File: src/common/fmc_pkg.sv
// Package with constants and types for the frequency measure counter.
package fmc_pkg;

   // ----------------------------------------------------------------
   // Widths and sizes
   // ----------------------------------------------------------------
   localparam int CNT_W = 32;
   localparam int FIFO_W = 68;
   localparam int FIFO_DEPTH = 8;
   localparam int NUM_CTR = 4;
   localparam logic [31:0] CNT_MAX = 32'hffffffff;
   localparam logic [31:0] CNT_RST = 32'h00000000;

   // ----------------------------------------------------------------
   // Record layout: {tag[1:0], ovf, err, count_b, count_a}
   // ----------------------------------------------------------------
   localparam int REC_A_LSB = 0;
   localparam int REC_B_LSB = 32;
   localparam int REC_ERR_BIT = 64;
   localparam int REC_OVF_BIT = 65;
   localparam int REC_PAIR_LSB = 66;

   // ----------------------------------------------------------------
   // Measurement modes
   // ----------------------------------------------------------------
   typedef enum logic [2:0] {
      FMC_MODE_OFF = 3'h0,
      FMC_MODE_HF_PAIR = 3'h1,
      FMC_MODE_HF_EXT = 3'h2,
      FMC_MODE_LARGE = 3'h3,
      FMC_MODE_SINGLE = 3'h4,
      FMC_MODE_SAMPLED = 3'h5
   } fmc_mode_type;

   // ----------------------------------------------------------------
   // Window sequencer states, Gray coded along the usual path
   // ----------------------------------------------------------------
   typedef enum logic [1:0] {
      FMC_ST_IDLE = 2'h0,
      FMC_ST_WAIT = 2'h1,
      FMC_ST_COUNT = 2'h3,
      FMC_ST_DONE = 2'h2
   } fmc_state_type;

endpackage

File: src/hdl/fmc_fifo.sv
// Record FIFO that buffers measurement results toward the host stream.
`timescale 1ns/10ps
module fmc_fifo
   #(
   parameter int WIDTH = 68,
   parameter int DEPTH = 8
   )
   (
   // Clock and reset.
   input wire logic clk_in,
   input wire logic rst_b_in,
   // Write side.
   input wire logic wr_valid_in,
   output logic wr_ready_out,
   input wire logic [WIDTH-1:0] wr_data_in,
   // Read side.
   output logic rd_valid_out,
   input wire logic rd_ready_in,
   output logic [WIDTH-1:0] rd_data_out
   );

   localparam int AW = $clog2(DEPTH);

   logic [WIDTH-1:0] mem [DEPTH];
   logic [AW:0] wr_ptr;
   logic [AW:0] rd_ptr;
   logic [AW:0] next_wr_ptr;
   logic [AW:0] next_rd_ptr;
   logic push;
   logic pop;

   // Full when pointers differ only in the wrap bit; empty when equal.
   always_comb
   begin
      wr_ready_out = (wr_ptr[AW] == rd_ptr[AW]) ||
                     (wr_ptr[AW-1:0] != rd_ptr[AW-1:0]);
      rd_valid_out = (wr_ptr != rd_ptr);
      push = wr_valid_in && wr_ready_out;
      pop = rd_valid_out && rd_ready_in;
      next_wr_ptr = wr_ptr + (AW+1)'(push);
      next_rd_ptr = rd_ptr + (AW+1)'(pop);
      rd_data_out = mem[rd_ptr[AW-1:0]];
   end

   // Pointer registers.
   always_ff @(posedge clk_in or negedge rst_b_in)
   begin
      if (!rst_b_in)
      begin
         wr_ptr <= '0;
         rd_ptr <= '0;
      end
      else
      begin
         wr_ptr <= next_wr_ptr;
         rd_ptr <= next_rd_ptr;
      end
   end

   // Storage array, written without reset.
   always_ff @(posedge clk_in)
   begin
      if (push)
      begin
         mem[wr_ptr[AW-1:0]] <= wr_data_in;
      end
   end

endmodule

File: src/hdl/fmc_top.sv
// Frequency measure counter: two fixed counter pairs and a result FIFO.
//
// Overview of operation
// [RQ1] Counter zero pairs one, two pairs three.
// [RQ2] High frequency: count unknown source inside gate.
// [RQ3] Gate from partner counter or external terminal.
// [RQ4] Large range: even counter makes N-period pulse.
// [RQ5] Even pulse gates odd counter's timebase count.
// [RQ6] Sampled: count unknown and timebase per sample.
// [RQ7] Averaging select chooses mode; averaging default.
// [RQ8] Non-averaging returns last completed unknown period.
// [RQ9] Unknown signal at least twice sample rate.
// [RQ10] Single counter: timebase over one unknown period.
// [RQ11] Divide-down N is a whole integer.
// [RQ12] Count source edges only while gate active.
// [RQ13] No complete pulse between samples flags overrun.
// [RQ14] Counter at maximum flags overflow, no wrap.
`timescale 1ns/10ps
module fmc_top
   import fmc_pkg::*;
   (
   // Clock and reset.
   input wire logic core_clk_in,
   input wire logic rst_b_in,
   // Per-pair configuration, held static while armed.
   input wire logic [1:0] arm_in,
   input wire fmc_mode_type [1:0] mode_in,
   input wire logic [1:0] averaging_disable_in,
   input wire logic [1:0][CNT_W-1:0] divide_n_in,
   input wire logic [1:0][CNT_W-1:0] gate_ticks_in,
   // Asynchronous signal pins.
   input wire logic [1:0] unknown_in,
   input wire logic [1:0] programmable_function_terminal_in,
   input wire logic [1:0] sample_clk_in,
   input wire logic timebase_in,
   // Status.
   output logic [1:0] busy_out,
   output logic [1:0] overrun_out,
   output logic [1:0] overflow_out,
   // Result stream toward host memory.
   output logic stream_valid_out,
   input wire logic stream_ready_in,
   output logic [FIFO_W-1:0] stream_data_out
   );

   // ----------------------------------------------------------------
   // Pin synchronisers
   // ----------------------------------------------------------------
   localparam int NPIN = 7;
   logic [NPIN-1:0] pin_raw;
   logic [NPIN-1:0] sync1;
   logic [NPIN-1:0] sync2;
   logic [NPIN-1:0] sync3;
   logic [NPIN-1:0] pin_lvl;
   logic [NPIN-1:0] next_pin_lvl;
   logic [NPIN-1:0] pin_prev;

   assign pin_raw = {timebase_in, sample_clk_in,
                     programmable_function_terminal_in, unknown_in};

   // A change is taken once the second and third stages agree.
   always_comb
   begin
      for (int i = 0; i < NPIN; i++)
      begin
         next_pin_lvl[i] = (sync2[i] == sync3[i]) ? sync3[i] : pin_lvl[i];
      end
   end

   // Synchroniser and filtered level registers.
   always_ff @(posedge core_clk_in or negedge rst_b_in)
   begin
      if (!rst_b_in)
      begin
         sync1 <= '0;
         sync2 <= '0;
         sync3 <= '0;
         pin_lvl <= '0;
         pin_prev <= '0;
      end
      else
      begin
         sync1 <= pin_raw;
         sync2 <= sync1;
         sync3 <= sync2;
         pin_lvl <= next_pin_lvl;
         pin_prev <= pin_lvl;
      end
   end

   // ----------------------------------------------------------------
   // FIFO write arbitration between the two pairs
   // ----------------------------------------------------------------
   logic [1:0] rec_valid;
   logic [1:0][FIFO_W-1:0] rec_data;
   logic [1:0] rec_take;
   logic fifo_ready;
   logic fifo_wr_valid;
   logic [FIFO_W-1:0] fifo_wr_data;

   // Pair zero has priority; the other waits a cycle.
   always_comb
   begin
      rec_take[0] = rec_valid[0] && fifo_ready;
      rec_take[1] = rec_valid[1] && !rec_valid[0] && fifo_ready;
      fifo_wr_valid = rec_valid[0] || rec_valid[1];
      fifo_wr_data = rec_valid[0] ? rec_data[0] : rec_data[1];
   end

   // ----------------------------------------------------------------
   // Counter pairs: even counter 2p partners odd counter 2p+1
   // ----------------------------------------------------------------
   genvar p;
   generate
      for (p = 0; p < 2; p++)
      begin : g_pair
         fmc_state_type st;
         fmc_state_type next_st;
         logic [CNT_W-1:0] cnt_a;
         logic [CNT_W-1:0] cnt_b;
         logic [CNT_W-1:0] next_cnt_a;
         logic [CNT_W-1:0] next_cnt_b;
         logic [CNT_W-1:0] per_cnt;
         logic [CNT_W-1:0] next_per_cnt;
         logic [CNT_W-1:0] last_per;
         logic [CNT_W-1:0] next_last_per;
         logic got_pulse;
         logic next_got_pulse;
         logic ovf;
         logic next_ovf;
         logic ovr;
         logic next_ovr;
         logic pend;
         logic next_pend;
         logic [FIFO_W-1:0] rec;
         logic [FIFO_W-1:0] next_rec;
         logic ux_rise;
         logic tb_rise;
         logic sc_rise;
         logic pfi_lvl;
         logic gate;

         assign ux_rise = pin_lvl[p] && !pin_prev[p];
         assign pfi_lvl = pin_lvl[2+p];
         assign sc_rise = pin_lvl[4+p] && !pin_prev[4+p];
         assign tb_rise = pin_lvl[6] && !pin_prev[6];
         assign rec_valid[p] = pend;
         assign rec_data[p] = rec;
         assign busy_out[p] = (st != FMC_ST_IDLE);

         // Gate for the active window, per mode.
         always_comb
         begin
            case (mode_in[p])
               FMC_MODE_HF_EXT: gate = pfi_lvl; // RQ3
               default: gate = (st == FMC_ST_COUNT);
            endcase
         end

         // Window sequencing, counting and record building.
         always_comb
         begin
            next_st = st;
            next_cnt_a = cnt_a;
            next_cnt_b = cnt_b;
            next_per_cnt = per_cnt;
            next_last_per = last_per;
            next_got_pulse = got_pulse;
            next_ovf = ovf;
            next_ovr = ovr;
            next_pend = pend && !rec_take[p];
            next_rec = rec;
            case (st)
               FMC_ST_IDLE:
               begin
                  if (arm_in[p] && mode_in[p] != FMC_MODE_OFF)
                  begin
                     next_st = FMC_ST_WAIT;
                     next_cnt_a = CNT_RST;
                     next_cnt_b = CNT_RST;
                     next_per_cnt = CNT_RST;
                     next_got_pulse = 1'b0;
                     next_ovf = 1'b0;
                  end
               end
               FMC_ST_WAIT:
               begin
                  case (mode_in[p])
                     FMC_MODE_HF_EXT:
                        if (!pfi_lvl)
                        begin
                           next_st = FMC_ST_COUNT;
                        end
                     FMC_MODE_SAMPLED:
                        if (sc_rise)
                        begin
                           next_st = FMC_ST_COUNT;
                        end
                     default:
                        if (ux_rise)
                        begin
                           next_st = FMC_ST_COUNT;
                        end
                  endcase
               end
               FMC_ST_COUNT:
               begin
                  // Counters saturate and flag rather than wrap.
                  case (mode_in[p])
                     FMC_MODE_HF_PAIR:
                     begin
                        // Even counter counts unknown in gate; odd times it.
                        if (ux_rise && gate) // RQ2 RQ12
                        begin
                           if (cnt_a == CNT_MAX) next_ovf = 1'b1; // RQ14
                           else next_cnt_a = cnt_a + 1'b1;
                        end
                        next_cnt_b = cnt_b + 1'b1; // RQ1 RQ3
                        if (cnt_b + 1'b1 >= gate_ticks_in[p])
                        begin
                           next_st = FMC_ST_DONE;
                        end
                     end
                     FMC_MODE_HF_EXT:
                     begin
                        if (ux_rise && gate) // RQ2 RQ12
                        begin
                           if (cnt_a == CNT_MAX) next_ovf = 1'b1; // RQ14
                           else next_cnt_a = cnt_a + 1'b1;
                        end
                        if (pfi_lvl && !pin_prev[2+p] && cnt_a != CNT_RST)
                        begin
                           next_st = FMC_ST_DONE;
                        end
                        else if (!pfi_lvl && pin_prev[2+p])
                        begin
                           next_st = FMC_ST_DONE;
                        end
                     end
                     FMC_MODE_LARGE, FMC_MODE_SINGLE:
                     begin
                        // Even counter divides unknown by N; odd times it.
                        if (ux_rise)
                        begin
                           next_cnt_a = cnt_a + 1'b1; // RQ4 RQ11
                           if (mode_in[p] == FMC_MODE_SINGLE ||
                               cnt_a + 1'b1 >= divide_n_in[p])
                           begin
                              next_st = FMC_ST_DONE; // RQ10
                           end
                        end
                        if (tb_rise && gate) // RQ5 RQ12
                        begin
                           if (cnt_b == CNT_MAX) next_ovf = 1'b1; // RQ14
                           else next_cnt_b = cnt_b + 1'b1;
                        end
                     end
                     default:
                     begin
                        // Sampled: T1 unknown ticks, T2 timebase ticks.
                        if (ux_rise)
                        begin
                           if (cnt_a == CNT_MAX) next_ovf = 1'b1; // RQ14
                           else next_cnt_a = cnt_a + 1'b1; // RQ6
                           next_last_per = per_cnt; // RQ8
                           next_per_cnt = CNT_RST;
                           next_got_pulse = got_pulse || (cnt_a != CNT_RST);
                        end
                        if (tb_rise)
                        begin
                           if (cnt_b == CNT_MAX) next_ovf = 1'b1; // RQ14
                           else next_cnt_b = cnt_b + 1'b1; // RQ6
                           if (per_cnt != CNT_MAX && !ux_rise)
                           begin
                              next_per_cnt = per_cnt + 1'b1;
                           end
                        end
                        if (sc_rise)
                        begin
                           next_pend = 1'b1;
                           next_ovr = ovr || !got_pulse; // RQ13 RQ9
                           next_rec[REC_PAIR_LSB +: 2] = 2'(p);
                           // A saturation in the sample cycle still counts.
                           next_rec[REC_OVF_BIT] = next_ovf; // RQ14
                           next_rec[REC_ERR_BIT] = !got_pulse;
                           if (averaging_disable_in[p]) // RQ7
                           begin
                              next_rec[REC_A_LSB +: CNT_W] = CNT_RST + 1'b1;
                              next_rec[REC_B_LSB +: CNT_W] = last_per; // RQ8
                           end
                           else
                           begin
                              next_rec[REC_A_LSB +: CNT_W] = cnt_a;
                              next_rec[REC_B_LSB +: CNT_W] = cnt_b;
                           end
                           next_cnt_a = CNT_RST;
                           next_cnt_b = CNT_RST;
                           next_got_pulse = 1'b0;
                           next_ovf = 1'b0;
                           if (!arm_in[p])
                           begin
                              next_st = FMC_ST_IDLE;
                           end
                        end
                     end
                  endcase
               end
               FMC_ST_DONE:
               begin
                  // Wait for the previous record to drain, then post.
                  if (!pend)
                  begin
                     next_pend = 1'b1;
                     next_rec[REC_PAIR_LSB +: 2] = 2'(p);
                     next_rec[REC_OVF_BIT] = ovf;
                     next_rec[REC_ERR_BIT] = 1'b0;
                     next_rec[REC_A_LSB +: CNT_W] = cnt_a;
                     next_rec[REC_B_LSB +: CNT_W] = cnt_b;
                     next_st = FMC_ST_IDLE;
                  end
               end
               default: next_st = FMC_ST_IDLE;
            endcase
            // Overrun is sticky until rearm; a sample rise with no pulse seen blocks the clear.
            if (st == FMC_ST_IDLE && arm_in[p] && !(sc_rise && !got_pulse))
            begin
               next_ovr = 1'b0;
            end
         end

         // Pair state registers.
         always_ff @(posedge core_clk_in or negedge rst_b_in)
         begin
            if (!rst_b_in)
            begin
               st <= FMC_ST_IDLE;
               cnt_a <= CNT_RST;
               cnt_b <= CNT_RST;
               per_cnt <= CNT_RST;
               last_per <= CNT_RST;
               got_pulse <= 1'b0;
               ovf <= 1'b0;
               ovr <= 1'b0;
               pend <= 1'b0;
               rec <= '0;
            end
            else
            begin
               st <= next_st;
               cnt_a <= next_cnt_a;
               cnt_b <= next_cnt_b;
               per_cnt <= next_per_cnt;
               last_per <= next_last_per;
               got_pulse <= next_got_pulse;
               ovf <= next_ovf;
               ovr <= next_ovr;
               pend <= next_pend;
               rec <= next_rec;
            end
         end

         assign overrun_out[p] = ovr;
         assign overflow_out[p] = ovf;
      end
   endgenerate

   // ----------------------------------------------------------------
   // Result FIFO
   // ----------------------------------------------------------------
   fmc_fifo #(
      .WIDTH(FIFO_W),
      .DEPTH(FIFO_DEPTH)
   ) u_fifo (
      .clk_in(core_clk_in),
      .rst_b_in(rst_b_in),
      .wr_valid_in(fifo_wr_valid),
      .wr_ready_out(fifo_ready),
      .wr_data_in(fifo_wr_data),
      .rd_valid_out(stream_valid_out),
      .rd_ready_in(stream_ready_in),
      .rd_data_out(stream_data_out)
   );

endmodule

File: config.mk
export PLATFORM = sky130hd
export DESIGN_NAME = fmc_top
export DESIGN_NICKNAME = d
export VERILOG_FILES = /design/src/common/fmc_pkg.sv /design/src/hdl/fmc_fifo.sv /design/src/hdl/fmc_top.sv
export SDC_FILE = /design/constraint.sdc
export NUM_CORES = 2
export LEC_CHECK = 0
export BUFFER_PORTS_ARGS = -buffer_cell sky130_fd_sc_hd__buf_2
export CAP_MARGIN = 10
export CORE_MARGIN = 2
export CORE_UTILIZATION = 63
export DETAILED_ROUTE_END_ITERATION = 16
export PLACE_DENSITY = 0.81
export SETUP_SLACK_MARGIN = 0.3
export SLEW_MARGIN = 10
export SYNTH_ARGS = -nofsm -noshare
export SYNTH_HDL_FRONTEND = slang
export SYNTH_SLANG_ARGS = --single-unit
File: constraint.sdc
create_clock -name core_clk_in -period 10.13 [get_ports core_clk_in]
set_input_delay 1.013 -clock core_clk_in [delete_from_list [all_inputs] [get_ports core_clk_in]]
set_output_delay 1.013 -clock core_clk_in [all_outputs]
set_load 0.01 [all_outputs]
==> results.toml <==
[timing]
fmax_mhz = 207
finClkSkew_ns = 0.0368
rsz0062_at_grt = "false"
setup_tns_ns = 0
relSlewSlack = 0.225
min_period_ns = 4.84
hold_ws_ns = 0.347
hold_violations = 0
worst_slew_pin_slew_ns = 1.16
setup_violations = 0
fin_crit_sh = 0.478
drv_slew = 0

[drt]
dr.pass1.iters = 6
totalWireLength_mm = 120
vias = 31600
drtIter0Drc = 3672
post_drt_wl_per_cell_microns = 24.6
drc = 0
ant_nets = 0
drt-vias-per-instance = 6.49

[critical_path]
r2r-end = "g_pair[1].st[0]"
end_kind = "output pin"
cp_data_required_time_ns = 9.12
cp-start-kind = "register"
critPathKind = "register to output pin"
worstPathArrival_ns = 3.83
r2r_start = "g_pair[1].cnt_a[3]"
worst-r2r-cell-count = 14
r2r_slack_ns = 5.65
path_max_fanout = 54

[synth]
synthesis.nets = 3978
syn_area_sq_um = 46500
ys_seq_elements = 980
yosysWarnings = 0
synth_edf_count = 536
netlist_instances = 3682
synth_area_per_cell_sq_um = 12.6
synthFlopType = "edfxtp_1"
ys_seq_area_frac = 0.585
synthArstFlopShare = 0.453
synth.distinct_cells = 91

[min_path]
hold_depth = 0
hp-start = "sync1[5]"
min_path_type = "register to register"
whs_endpoint = "sync2[5]"

[layout]
syn_to_final_growth_pct = 11.2
n_fill_cell = 4645
layout_common_cells = "edfxtp_1, dfrtp_1, nand2_1"
regArea_sq_um = 27200
final_common_cell = "edfxtp_1"
layout.nets = 4131
final_area_sq_um = 51700
drive_above_1_share = 0.201
multiInputGateArea_sq_um = 17900
final_cells = 4876

[power]
p_int_mw = 8.70
power_density_nw_per_um2 = 255
clkPwrFrac = 0.283
combPwrFrac = 0.304
p_sw_frac = 0.339
pwr-share-seq = 0.413
p_leak_nw = 21.1
p_sw_mw = 4.47
irDropWorstVdd_mv = 0.169

[grt]
gr-usage-all-layers = 0.322
top_usage_layer = "met2"
grt_max_degree = 182
grt_pass1_wl_mm = 185
met2_usage = 0.509
grt_util_met1 = 0.462
grt_util_met3 = 0.0533
overflow = 0
antenna_found_initial = 5
first_global_vias = 30700

[clock_network]
htreeDepth = 3
root_buffer = "clkbuf_16"
cts_tree = "built"
clkSinkCount = 980
clk_latency_ns = 0.68
clkSlewWorstSetupHoldPaths_ns = 0.06
cts.path.max_buffers = 3
postCtsHoldBufs = 0
cts_resized = 0
cts_setup_buffers = 0
cts_buffers = 97

[floorplan]
coreArea_sq_um = 73000
die_area_sq_um = 76000
std_cell_rows = 99
pin_count = 223
die_width_microns = 276
fp.dieH_microns = 276
start_util = 0.637

[run_status]
outcome = "complete, no violations"

[place]
hpwlAfterDp_mm = 77.4
dp.cells = 4695
io_buffers = 221
place_area_sq_um = 48400
gp_congestion = 0.944

[run]
maxCapViolCount = 0
-- Yosys cell counts, types with 6 or more instances --
cell type	n	area, sq um
o211ai_1	14	105
mux4_2	134	3020
buf_2	39	195
nor3_1	48	240
inv_1	166	623
and3_1	41	257
o22a_1	9	78.8
nor2_1	182	683
nor4_1	29	181
nand2b_1	27	169
nand3_1	122	611
o21a_1	10	75.1
ha_1	148	1850
maj3_1	7	70.1
a21oi_1	126	631
dfrtp_1	444	11100
o21ai_0	197	986
o21ai_1	7	35.0
nor2b_1	21	131
nand4_1	56	350
buf_1	23	86.3
a2111oi_0	8	70.1
nand2_1	406	1520
a211oi_1	10	75.1
a22o_1	30	263
xor2_1	49	429
mux2i_1	29	290
edfxtp_1	536	16100
and4_1	25	219
o31ai_1	30	225
a21o_1	14	105
clkbuf_1	140	526
a32o_1	35	350
or3_1	16	100
buf_4	6	45.0
a31oi_1	76	475
and2_1	15	93.8
xnor2_1	104	911
mux2_2	190	2140
-- worst max-delay path by stage --
stage                                  start                   to  slack (ns)  cells past startpoint
after floorplan             u_fifo.rd_ptr[1]     u_fifo.mem[0][0]        3.70                      5
after global placement    g_pair[1].cnt_a[3]      g_pair[1].st[0]        5.73                     14
after detailed placement  g_pair[1].cnt_a[3]      g_pair[1].st[0]        5.73                     14
after CTS                   u_fifo.rd_ptr[0]  stream_data_out[22]        5.16                      4
after global routing        u_fifo.rd_ptr[0]   stream_data_out[5]        5.00                      4
final                       u_fifo.rd_ptr[0]  stream_data_out[22]        5.29                      4
-- stage by stage --
stage	setup WS [ns]	util	total power, mW
2_1_floorplan	3.70	-	8.04
3_3_place_gp	5.73	0.663	9.27
3_5_place_dp	5.73	0.663	9.39
4_1_cts	5.16	0.709	13.2
5_1_grt	5.00	0.709	13.7
6_report	5.29	0.709	13.2
-- state kept, by name (all words and copies together) (netlist names), 4 cells and up --
name / cells
g_pair.rec: 133
g_pair.last_per: 64
g_pair.cnt_a: 64
sync3: 7
u_fifo.wr_ptr: 4
sync2: 7
g_pair.per_cnt: 64
g_pair.cnt_b: 64
u_fifo.rd_ptr: 4
sync1: 7
pin_prev: 7
u_fifo.mem: 536
g_pair.st: 4
pin_lvl: 7
-- critical path: stages (launching register included) --
cell,delay (ns)
dfrtp_4,1.07
buf_4,0.93
mux4_2,0.63
mux2_2,0.31
buf_2,0.15
-- layer usage --
layer | routed length [microns] | up-vias
met5 | 30 | -
met4 | 3870 | 6
met3 | 10900 | 254
met2 | 56900 | 1688
met1 | 48200 | 15700
li1 | - | 14000
-- area by class of cell --
type                            count  area share
Antenna cell                        3    0.000145
Clock buffer                      129      0.0518
Clock inverter                     49      0.0125
Inverter                          167      0.0121
Multi-Input combinational cell   2325       0.346
Sequential cell                   980       0.526
Tap cell                          959      0.0232
Timing Repair Buffer              264      0.0281
-- logic make-up (layout without fill, tap and decap cells) --
logic type | count (synthesis) | in the layout | share of synthesized area
fa+ha+maj | 155 | 155 | 0.0413
buf+inv | 377 | 609 | 0.0322
other cells | 1 | 4 | 0.0000807
mux | 353 | 353 | 0.117
flops | 980 | 980 | 0.585
compound gates | 624 | 624 | 0.0863
simple gates | 1039 | 1039 | 0.109
xor+xnor | 153 | 153 | 0.0288
-- power by group through the flow --
stage	Sequential [mW]	Clock [mW]	Combinational [mW]
5_1_grt	5.49	3.91	4.30
3_3_place_gp	5.44	0	3.82
3_5_place_dp	5.48	0	3.90
4_1_cts	5.43	3.76	3.98
2_1_floorplan	5.27	0	2.77
6_report	5.44	3.73	4.00
(Power assumes the default switching activity.)
